**config.mk**
```make
export PLATFORM = sky130hd
export DESIGN_NAME = sbbe_exec
export DESIGN_NICKNAME = d
export VERILOG_FILES = /design/src/sbbe_asr.v /design/src/sbbe_exec.v
export VERILOG_INCLUDE_DIRS = /design/src
export SDC_FILE = /design/constraint.sdc
export NUM_CORES = 1
export LEC_CHECK = 0
export BUFFER_PORTS_ARGS = -buffer_cell sky130_fd_sc_hd__buf_2
export CAP_MARGIN = 25
export CORE_ASPECT_RATIO = 0.9
export CORE_MARGIN = 4
export CORE_UTILIZATION = 50
export DETAILED_ROUTE_END_ITERATION = 8
export GPL_TIMING_DRIVEN = 1
export PLACE_DENSITY = 0.78
export RECOVER_POWER = 50
export SLEW_MARGIN = 20
export SYNTH_ARGS = -nofsm -noshare
export SYNTH_HDL_FRONTEND = slang
export SYNTH_SLANG_ARGS = --single-unit
```
**constraint.sdc**
```tcl
create_clock -name clk_i -period 7.5 [get_ports clk_i]
set_clock_uncertainty 0.2 [all_clocks]
set_input_delay 1.5 -clock clk_i [delete_from_list [all_inputs] [get_ports clk_i]]
set_output_delay 1.5 -clock clk_i [all_outputs]
set_load 0.005 [all_outputs]
```
**src/sbbe_defs.vh**
```
// constants for the shift, branch and bit-field execute block
`ifndef SBBE_DEFS_VH
`define SBBE_DEFS_VH
`define SBBE_SHIFT_TYPE_ASR 2'h2
`define SBBE_COND_UNDEF 4'hE
`define SBBE_COND_SVC 4'hF
`define SBBE_REG_SP 4'hD
`define SBBE_REG_PC 4'hF
`define SBBE_SHIFT_FULL 8'h20
`define SBBE_ENC_ASR_IMM16 5'h02
`define SBBE_ENC_ASR_REG16 10'h104
`define SBBE_ENC_BR_COND16 4'hD
`define SBBE_ENC_BR_UNC16 5'h1C
`define SBBE_ENC_ASR_IMM32 11'h752
`define SBBE_ENC_ASR_REG32 11'h7D2
`define SBBE_ENC_PFX32 5'h1E
`define SBBE_ENC_BR32_HI 2'h2
`define SBBE_ENC_FIELD 6'h36
`define SBBE_OP_NONE 4'h0
`define SBBE_OP_ASR_IMM16 4'h1
`define SBBE_OP_ASR_IMM32 4'h2
`define SBBE_OP_ASR_REG16 4'h3
`define SBBE_OP_ASR_REG32 4'h4
`define SBBE_OP_BR_COND16 4'h5
`define SBBE_OP_BR_UNC16 4'h6
`define SBBE_OP_BR_COND32 4'h7
`define SBBE_OP_BR_UNC32 4'h8
`define SBBE_OP_FIELD 4'h9
`define SBBE_OP_SVC 4'hA
`define SBBE_OP_UNDEF 4'hB
`define SBBE_OP_OTHER 4'hC
`endif

```
**src/sbbe_asr.v**
```verilog
// arithmetic shift right with carry out
`timescale 1ns/1ps
`default_nettype none
`include "sbbe_defs.vh"
module sbbe_asr (
   input wire [31:0] value_i,
   input wire [7:0] amount_i,
   input wire carry_i,
   output reg [31:0] result_o,
   output reg carry_o
);
   reg [63:0] ext;
   reg [64:0] sh;
   always @* begin
      ext = {{32{value_i[31]}}, value_i};
      sh = 65'h0;
      result_o = value_i;
      carry_o = carry_i;
      if (amount_i == 8'h00) begin
         result_o = value_i;
         carry_o = carry_i;
      end else if (amount_i >= `SBBE_SHIFT_FULL) begin
         result_o = {32{value_i[31]}};
         carry_o = value_i[31];
      end else begin
         // spare low bit catches the last bit shifted out as carry
         sh = {ext, 1'b0} >> amount_i;
         result_o = sh[32:1];
         carry_o = sh[0];
      end
   end
endmodule // sbbe_asr
`default_nettype wire

```
**src/sbbe_exec.v**
```verilog
// decode and execute for arithmetic shift right, pc-relative branch and bit-field ops
`timescale 1ns/1ps
`default_nettype none
`include "sbbe_defs.vh"
// Contract
// [RULE1] immediate shift moves source right, filling with bit 31, writes destination
// [RULE2] 16-bit immediate form uses five-bit amount as arithmetic shift
// [RULE3] 32-bit immediate amount is high three bits then low two bits
// [RULE4] 16-bit forms update flags only outside a predicated group
// [RULE5] flag update sets N, Z, C from result; V unchanged
// [RULE6] register shift amount is low byte of amount register, unsigned
// [RULE7] 32-bit shifts with register 13 or 15 are unpredictable
// [RULE8] short conditional branch: code 1110 undefined, 1111 supervisor call
// [RULE9] short conditional offset is eight-bit field, zero appended, sign-extended
// [RULE10] short unconditional offset is eleven-bit field, zero appended, sign-extended
// [RULE11] long branch upper bits are inverted xor of hop bits with sign
// [RULE12] branches carrying own predicate are unpredictable inside a predicated group
// [RULE13] unconditional branches unpredictable inside a group unless last
// [RULE14] taken branch writes program counter plus offset
// [RULE15] offsets are even and within each encoding's signed range
// [RULE16] long conditional branch with code 1110 or 1111 is another instruction
// [RULE17] field clear zeroes bits bottom to top inclusive, others kept
// [RULE18] clear positions from top field and three-plus-two bottom parts
// [RULE19] field insert copies low source bits into destination range
// [RULE20] top below bottom is unpredictable for both field ops
// [RULE21] field insert with source 1111 decodes as field clear
// [RULE22] field insert unpredictable for destination 13 or 15, source 13
// [RULE23] immediate amount zero means shift by 32
// [RULE24] register shift of 32 or more gives sign copies; zero keeps value
module sbbe_exec (
   input wire clk_i,
   input wire rst_i,
   input wire valid_i,
   input wire [31:0] instr_i,
   input wire wide_i,
   input wire in_group_i,
   input wire last_in_group_i,
   input wire cond_pass_i,
   input wire [31:0] pc_i,
   input wire [31:0] rd_val_i,
   input wire [31:0] rn_val_i,
   input wire [31:0] rm_val_i,
   input wire [3:0] flags_i,
   output reg [3:0] rd_idx_o,
   output reg [3:0] rn_idx_o,
   output reg [3:0] rm_idx_o,
   output reg done_o,
   output reg reg_wr_o,
   output reg [3:0] reg_wr_idx_o,
   output reg [31:0] reg_wr_data_o,
   output reg flags_wr_o,
   output reg [3:0] flags_o,
   output reg pc_wr_o,
   output reg [31:0] pc_next_o,
   output reg undef_o,
   output reg supervisor_call_o,
   output reg unpredictable_o,
   output reg other_instr_o
);
   // 16-bit forms sit in instr_i[15:0]; 32-bit forms have first halfword in [31:16]
   wire [15:0] hw = instr_i[15:0];
   wire [15:0] h1 = instr_i[31:16];
   wire [15:0] h2 = instr_i[15:0];
   reg [3:0] op;
   reg [3:0] d_idx;
   reg [3:0] n_idx;
   reg [3:0] m_idx;
   reg [7:0] amount;
   reg [31:0] shift_in;
   reg setflags;
   reg unpred;
   reg [31:0] offset;
   reg [3:0] cond;
   reg [4:0] msbit;
   reg [4:0] lsbit;
   reg clear_only;
   reg sign_b;
   reg i1;
   reg i2;
   wire [31:0] asr_res;
   wire asr_carry;
   reg [31:0] field_mask;
   reg [31:0] field_res;
   reg cond_ok;
   integer k;

   // named instruction fields
   wire [4:0] shift_amount_field = hw[10:6];
   wire [2:0] hi_shift_part = h2[14:12];
   wire [1:0] lo_shift_part = h2[7:6];
   wire [4:0] split_amount = {hi_shift_part, lo_shift_part};
   wire [7:0] short_offset_field = hw[7:0];
   wire [10:0] low_offset_field = h2[10:0];
   wire [9:0] upper_offset_field = h1[9:0];
   wire [5:0] mid_offset_field = h1[5:0];
   wire hop_bit_one = h2[13];
   wire hop_bit_two = h2[11];

   // encoding matches; the 32-bit shift patterns stop short of the flag update bit
   wire m_asr_imm16 = (hw[15:11] == `SBBE_ENC_ASR_IMM16);
   wire m_asr_reg16 = (hw[15:6] == `SBBE_ENC_ASR_REG16);
   wire m_br_cond16 = (hw[15:12] == `SBBE_ENC_BR_COND16);
   wire m_br_unc16 = (hw[15:11] == `SBBE_ENC_BR_UNC16);
   wire m_asr_imm32 = (h1[15:5] == `SBBE_ENC_ASR_IMM32) && (h1[3:0] == `SBBE_REG_PC) &&
      (h2[5:4] == `SBBE_SHIFT_TYPE_ASR);
   wire m_asr_reg32 = (h1[15:5] == `SBBE_ENC_ASR_REG32) && (h2[15:12] == 4'hF) &&
      (h2[7:4] == 4'h0);
   wire m_pfx32 = (h1[15:11] == `SBBE_ENC_PFX32);
   wire m_br32 = m_pfx32 && (h2[15:14] == `SBBE_ENC_BR32_HI);
   wire m_br_cond32 = m_br32 && !h2[12];
   wire m_br_unc32 = m_br32 && h2[12];
   wire m_field = m_pfx32 && (h1[9:4] == `SBBE_ENC_FIELD) && !h2[15];

   // program flags word is {N, Z, C, V}
   wire flag_n = flags_i[3];
   wire flag_z = flags_i[2];
   wire flag_c = flags_i[1];
   wire flag_v = flags_i[0];

   // operation select from encoding
   always @* begin
      op = `SBBE_OP_NONE;
      if (valid_i) begin
         if (!wide_i) begin
            if (m_asr_imm16)
               op = `SBBE_OP_ASR_IMM16;
            else if (m_asr_reg16)
               op = `SBBE_OP_ASR_REG16;
            else if (m_br_cond16) begin
               if (hw[11:8] == `SBBE_COND_UNDEF) // [RULE8]
                  op = `SBBE_OP_UNDEF;
               else if (hw[11:8] == `SBBE_COND_SVC) // [RULE8]
                  op = `SBBE_OP_SVC;
               else
                  op = `SBBE_OP_BR_COND16;
            end else if (m_br_unc16)
               op = `SBBE_OP_BR_UNC16;
         end else begin
            if (m_asr_imm32)
               op = `SBBE_OP_ASR_IMM32;
            else if (m_asr_reg32)
               op = `SBBE_OP_ASR_REG32;
            else if (m_br_cond32) begin
               if (h1[9:7] == 3'h7) // [RULE16]
                  op = `SBBE_OP_OTHER;
               else
                  op = `SBBE_OP_BR_COND32;
            end else if (m_br_unc32)
               op = `SBBE_OP_BR_UNC32;
            else if (m_field)
               op = `SBBE_OP_FIELD;
         end
      end
   end

   // field extraction and unpredictable checks
   always @* begin
      d_idx = 4'h0;
      n_idx = 4'h0;
      m_idx = 4'h0;
      amount = 8'h00;
      shift_in = rm_val_i;
      setflags = 1'b0;
      unpred = 1'b0;
      offset = 32'h0;
      cond = 4'hE;
      msbit = h2[4:0]; // [RULE18]
      lsbit = split_amount; // [RULE18]
      clear_only = (h1[3:0] == `SBBE_REG_PC); // [RULE21]
      sign_b = h1[10];
      i1 = ~(hop_bit_one ^ sign_b); // [RULE11]
      i2 = ~(hop_bit_two ^ sign_b); // [RULE11]
      case (op)
         `SBBE_OP_ASR_IMM16: begin
            d_idx = {1'b0, hw[2:0]};
            m_idx = {1'b0, hw[5:3]};
            amount = (shift_amount_field == 5'h00) ? `SBBE_SHIFT_FULL :
               {3'h0, shift_amount_field}; // [RULE2] [RULE23]
            setflags = ~in_group_i; // [RULE4]
         end
         `SBBE_OP_ASR_REG16: begin
            d_idx = {1'b0, hw[2:0]};
            n_idx = {1'b0, hw[2:0]};
            m_idx = {1'b0, hw[5:3]};
            shift_in = rn_val_i;
            amount = rm_val_i[7:0]; // [RULE6]
            setflags = ~in_group_i; // [RULE4]
         end
         `SBBE_OP_ASR_IMM32: begin
            d_idx = h2[11:8];
            m_idx = h2[3:0];
            amount = (split_amount == 5'h00) ? `SBBE_SHIFT_FULL :
               {3'h0, split_amount}; // [RULE3] [RULE23]
            setflags = h1[4];
            unpred = (d_idx == `SBBE_REG_SP) || (d_idx == `SBBE_REG_PC) ||
               (m_idx == `SBBE_REG_SP) || (m_idx == `SBBE_REG_PC); // [RULE7]
         end
         `SBBE_OP_ASR_REG32: begin
            d_idx = h2[11:8];
            n_idx = h1[3:0];
            m_idx = h2[3:0];
            shift_in = rn_val_i;
            amount = rm_val_i[7:0]; // [RULE6]
            setflags = h1[4];
            unpred = (d_idx == `SBBE_REG_SP) || (d_idx == `SBBE_REG_PC) ||
               (n_idx == `SBBE_REG_SP) || (n_idx == `SBBE_REG_PC) ||
               (m_idx == `SBBE_REG_SP) || (m_idx == `SBBE_REG_PC); // [RULE7]
         end
         `SBBE_OP_BR_COND16: begin
            cond = hw[11:8];
            offset = {{23{short_offset_field[7]}}, short_offset_field, 1'b0}; // [RULE9] [RULE15]
            unpred = in_group_i; // [RULE12]
         end
         `SBBE_OP_BR_UNC16: begin
            offset = {{20{low_offset_field[10]}}, low_offset_field, 1'b0}; // [RULE10] [RULE15]
            unpred = in_group_i && !last_in_group_i; // [RULE13]
         end
         `SBBE_OP_BR_COND32: begin
            cond = h1[9:6];
            // short long form: hop bits sit directly, no inversion
            offset = {{12{sign_b}}, hop_bit_two, hop_bit_one, mid_offset_field,
               low_offset_field, 1'b0}; // [RULE15]
            unpred = in_group_i; // [RULE12]
         end
         `SBBE_OP_BR_UNC32: begin
            offset = {{8{sign_b}}, i1, i2, upper_offset_field,
               low_offset_field, 1'b0}; // [RULE11] [RULE15]
            unpred = in_group_i && !last_in_group_i; // [RULE13]
         end
         `SBBE_OP_FIELD: begin
            d_idx = h2[11:8];
            n_idx = h1[3:0];
            unpred = (d_idx == `SBBE_REG_SP) || (d_idx == `SBBE_REG_PC) ||
               (msbit < lsbit); // [RULE18] [RULE20]
            if (!clear_only && n_idx == `SBBE_REG_SP)
               unpred = 1'b1; // [RULE22]
         end
         default: begin
            d_idx = 4'h0;
         end
      endcase
   end

   sbbe_asr u_asr (
      .value_i(shift_in),
      .amount_i(amount),
      .carry_i(flag_c),
      .result_o(asr_res), // [RULE1] [RULE24]
      .carry_o(asr_carry)
   );

   // field mask and merge
   always @* begin
      field_mask = 32'h0;
      field_res = rd_val_i;
      for (k = 0; k < 32; k = k + 1) begin
         if (k >= lsbit && k <= msbit)
            field_mask[k] = 1'b1;
      end
      if (clear_only)
         field_res = rd_val_i & ~field_mask; // [RULE17]
      else
         field_res = (rd_val_i & ~field_mask) | ((rn_val_i << lsbit) & field_mask); // [RULE19]
   end

   // embedded branch condition against flags N Z C V (bits 3..0)
   always @* begin
      case (cond[3:1])
         3'h0: cond_ok = flag_z;
         3'h1: cond_ok = flag_c;
         3'h2: cond_ok = flag_n;
         3'h3: cond_ok = flag_v;
         3'h4: cond_ok = flag_c & ~flag_z;
         3'h5: cond_ok = (flag_n == flag_v);
         3'h6: cond_ok = ~flag_z & (flag_n == flag_v);
         default: cond_ok = 1'b1;
      endcase
      if (cond[0] && cond != 4'hF)
         cond_ok = ~cond_ok;
   end

   wire is_shift = (op == `SBBE_OP_ASR_IMM16) || (op == `SBBE_OP_ASR_IMM32) ||
      (op == `SBBE_OP_ASR_REG16) || (op == `SBBE_OP_ASR_REG32);
   wire is_branch = (op == `SBBE_OP_BR_COND16) || (op == `SBBE_OP_BR_UNC16) ||
      (op == `SBBE_OP_BR_COND32) || (op == `SBBE_OP_BR_UNC32);
   wire own_cond = (op == `SBBE_OP_BR_COND16) || (op == `SBBE_OP_BR_COND32);
   wire exec_ok = cond_pass_i && !unpred;

   // unpredictable words commit nothing: a safe choice that keeps state intact
   always @(posedge clk_i) begin
      if (rst_i) begin
         rd_idx_o <= 4'h0;
         rn_idx_o <= 4'h0;
         rm_idx_o <= 4'h0;
         done_o <= 1'b0;
         reg_wr_o <= 1'b0;
         reg_wr_idx_o <= 4'h0;
         reg_wr_data_o <= 32'h0;
         flags_wr_o <= 1'b0;
         flags_o <= 4'h0;
         pc_wr_o <= 1'b0;
         pc_next_o <= 32'h0;
         undef_o <= 1'b0;
         supervisor_call_o <= 1'b0;
         unpredictable_o <= 1'b0;
         other_instr_o <= 1'b0;
      end else begin
         rd_idx_o <= d_idx;
         rn_idx_o <= n_idx;
         rm_idx_o <= m_idx;
         done_o <= (op != `SBBE_OP_NONE);
         reg_wr_o <= 1'b0;
         reg_wr_idx_o <= d_idx;
         reg_wr_data_o <= 32'h0;
         flags_wr_o <= 1'b0;
         flags_o <= flags_i;
         pc_wr_o <= 1'b0;
         pc_next_o <= pc_i;
         undef_o <= (op == `SBBE_OP_UNDEF); // [RULE8]
         supervisor_call_o <= (op == `SBBE_OP_SVC); // [RULE8]
         unpredictable_o <= unpred;
         other_instr_o <= (op == `SBBE_OP_OTHER); // [RULE16]
         if (is_shift && exec_ok) begin
            reg_wr_o <= 1'b1;
            reg_wr_data_o <= asr_res; // [RULE1]
            if (setflags) begin
               flags_wr_o <= 1'b1;
               flags_o <= {asr_res[31], (asr_res == 32'h0), asr_carry, flag_v}; // [RULE5]
            end
         end
         if (is_branch && !unpred && (own_cond ? cond_ok : cond_pass_i)) begin
            pc_wr_o <= 1'b1;
            pc_next_o <= pc_i + offset; // [RULE14]
         end
         if (op == `SBBE_OP_FIELD && exec_ok) begin
            reg_wr_o <= 1'b1;
            reg_wr_data_o <= field_res; // [RULE17] [RULE19]
         end
      end
   end
endmodule // sbbe_exec
`default_nettype wire

```
==> results_dict.tcl <==
set metrics [dict create \
    via_per_inst 6.74 \
    synth_compound_area_share_pct 32.8 \
    startpoint_type "input port" \
    cts_tree "done" \
    row_count 51 \
    clkTransAtPathRegs_ps 80 \
    holdBufCountCts 0 \
    synthXorXnorAreaFrac_pct 2.32 \
    hold_viol_final 0 \
    synth-simple-area-share_pct 28.2 \
    io_pins 263 \
    grt_pass1_wl_um 77000 \
    grt_max_degree 84 \
    cts.htree.levels 3 \
    timing.fmax_mhz 140 \
    drtIter0Drc 2128 \
    drt-met1-wl_um 20600 \
    crit_top_cell "a21o_1" \
    maxCapViolations 0 \
    cp_slowest_stage_delay_ps 410 \
    fin_crit_ps 7130 \
    antenna_found_initial 2 \
    slowest_stage "o41a_1" \
    dieArea_sq_um 24300 \
    fin_crit_sh_pct 95.1 \
    grt_overflow 0 \
    maxSlewHeadroom_pct 28.7 \
    cts.sinks 88 \
    core_sq_um 21600 \
    synth_fa_ha_area_share_pct 4.07 \
    ys_types 85 \
    layout-drive-gt1-share_pct 18.9 \
    ctsRootBufferMaster "clkbuf_16" \
    drc 0 \
    end_kind "register" \
    crit_type "input port to register" \
    postRouteAntennaNets 0 \
    p_leak_nw 5.61 \
    postCtsSetupBuffers 0 \
    hold_class "input port to register" \
    die_y_um 148 \
    grt_usage_pct 41.0 \
    final_max_slew_viol_count 0 \
    power.total_mw 1.83 \
    status "finished, final reports clean" \
    synthMuxAreaShare_pct 10.6 \
    wl_met3_um 7310 \
    setup_viol 0 \
    via_count 14500 \
    wl_per_cell_um 24.3 \
    synth_seq_cells 88 \
    syn-num-nets 1852 \
    cts_buffers 9 \
    port_buffers 262 \
    grt_pass1_vias 13100 \
    top_layer "met5" \
    crit_arrival_ps 7160 \
    critPathBufInv 3 \
    nNetsFinal 2065 \
    met2_wirelength_um 21800 \
    vdd_drop_max_v 0.0000884 \
    die_x_um 164 \
    dpl.hpwl_um 41100 \
    layout_common_cells "nor2_1, nand2_1, a21oi_1" \
    critPathRequiredTime_ps 7530 \
    power_density_nw_per_um2 142 \
    fin_setup_tns_ps 0 \
    avgSynthCellArea_sq_um 6.66 \
    cts.path.max_buffers 2 \
    synth-warning-count 0 \
    fillCellCount 2154 \
    wl_um 52300 \
    synthCells 1646 \
    rsz0062_at_grt "false" \
    cts_resized 0 \
    gp_congestion 1.11 \
    synth_edf_count 0 \
    synth_top_family_by_area "compound AO/OA/AOI/OAI gates" \
    final_common_cell "nor2_1" \
    synth_seq_area_share_pct 16.1 \
    drtPass1Iterations 6 \
    area_growth_syn_to_layout_pct 17.5 \
    synthFlopType "dfxtp_1" \
    start_util_pct 50.8 \
    crit_family "compound AO/OA/AOI/OAI gates" \
    netlist_area_sq_um 11000 \
    worstPathMaxFanout 9 \
    worst_pin_slew_ps 1070 \
    async_reset_ff_share_pct 0 \
]
## power by group
group | switching, mW | internal (mW) | total [mW]
clock network | 0.218 | 0.261 | 0.479
registers | 0.00513 | 0.486 | 0.491
logic | 0.561 | 0.296 | 0.857
total | 0.784 | 1.04 | 1.83
## through the flow
| step | area [sq um] | util (%) | setup WS [ps] | hold WS, ps | instances |
|---|---|---|---|---|---|
| after floorplan | 11000 | - | 183 | 1390 | 1646 |
| after global placement | 12600 | 58.6 | 212 | 1520 | 2139 |
| after detailed placement | 12600 | 58.6 | -26.7 | 1510 | 2139 |
| after CTS | 12900 | 59.9 | 316 | 1130 | 2155 |
| after global routing | 12900 | 59.7 | 10.0 | 1150 | 2156 |
| final | 12900 | 59.7 | 366 | 1130 | 2156 |
## kinds of logic after synthesis
family | count (synthesis)
xor+xnor | 29
fa+ha+maj | 35
buf+inv | 150
simple gates | 685
mux | 87
compound gates | 572
flops | 88
## per-layer routing
layer  up-vias  track usage (%)
met5         -                0
met4         2             16.9
met3       186             10.8
met2      1169             59.8
met1      6706             57.3
li1       6468                -
## cell type report
class,instances,area [sq um],area share (%)
sequential,88,1760,13.7
clock buffer,10,229,1.78
timing repair buffer,329,1760,13.6
multi-input combinational,1408,8610,66.9
tap,291,364,2.83
inverter,23,86.3,0.670
antenna,1,2.50,0.0194
clock inverter,6,67.6,0.525
## cell usage after synthesis, drive strengths merged, types with 13 or more instances
cell / instances / area share [%]
ha: 34 / 3.9
a22oi: 15 / 1.0
buf: 48 / 2.4
o21a: 16 / 1.1
xor2: 13 / 1.0
and2: 19 / 1.1
xnor2: 16 / 1.3
nand3: 42 / 2.0
clkbuf: 79 / 2.7
inv: 22 / 0.75
a21oi: 214 / 9.9
a211oi: 20 / 1.4
o21ai: 122 / 5.6
or3: 15 / 0.86
and3: 16 / 0.91
nor2: 243 / 8.4
o211ai: 28 / 1.9
dfxtp: 88 / 16
a21o: 21 / 1.4
a31oi: 17 / 0.97
nor4: 14 / 0.86
o22a: 14 / 1.1
nand2: 222 / 7.6
nor3: 46 / 2.1
nor2b: 15 / 0.86
mux2i: 51 / 4.7
o22ai: 20 / 1.1
mux2: 14 / 1.4
mux4: 22 / 4.5
## final timing paths
| check | depth (start not counted) | start | endpoint | slack [ps] |
|---|---|---|---|---|
| hold / removal | 2 | pc_i[0] | pc_next_o[0] | 1130 |
| setup / recovery | 28 | instr_i[13] | pc_next_o[30] | 370 |
## registers in the layout, summed over array words and instances, names as in the netlist
| name | cells |
|---|---|
| done_o | 1 |
| flags_o | 4 |
| flags_wr_o | 1 |
| other_instr_o | 1 |
| pc_next_o | 32 |
| pc_wr_o | 1 |
| reg_wr_data_o | 32 |
| reg_wr_idx_o | 4 |
| reg_wr_o | 1 |
| rm_idx_o | 4 |
| rn_idx_o | 4 |
| supervisor_call_o | 1 |
| undef_o | 1 |
| unpredictable_o | 1 |
Note: power is estimated with default switching activity, not from simulation.
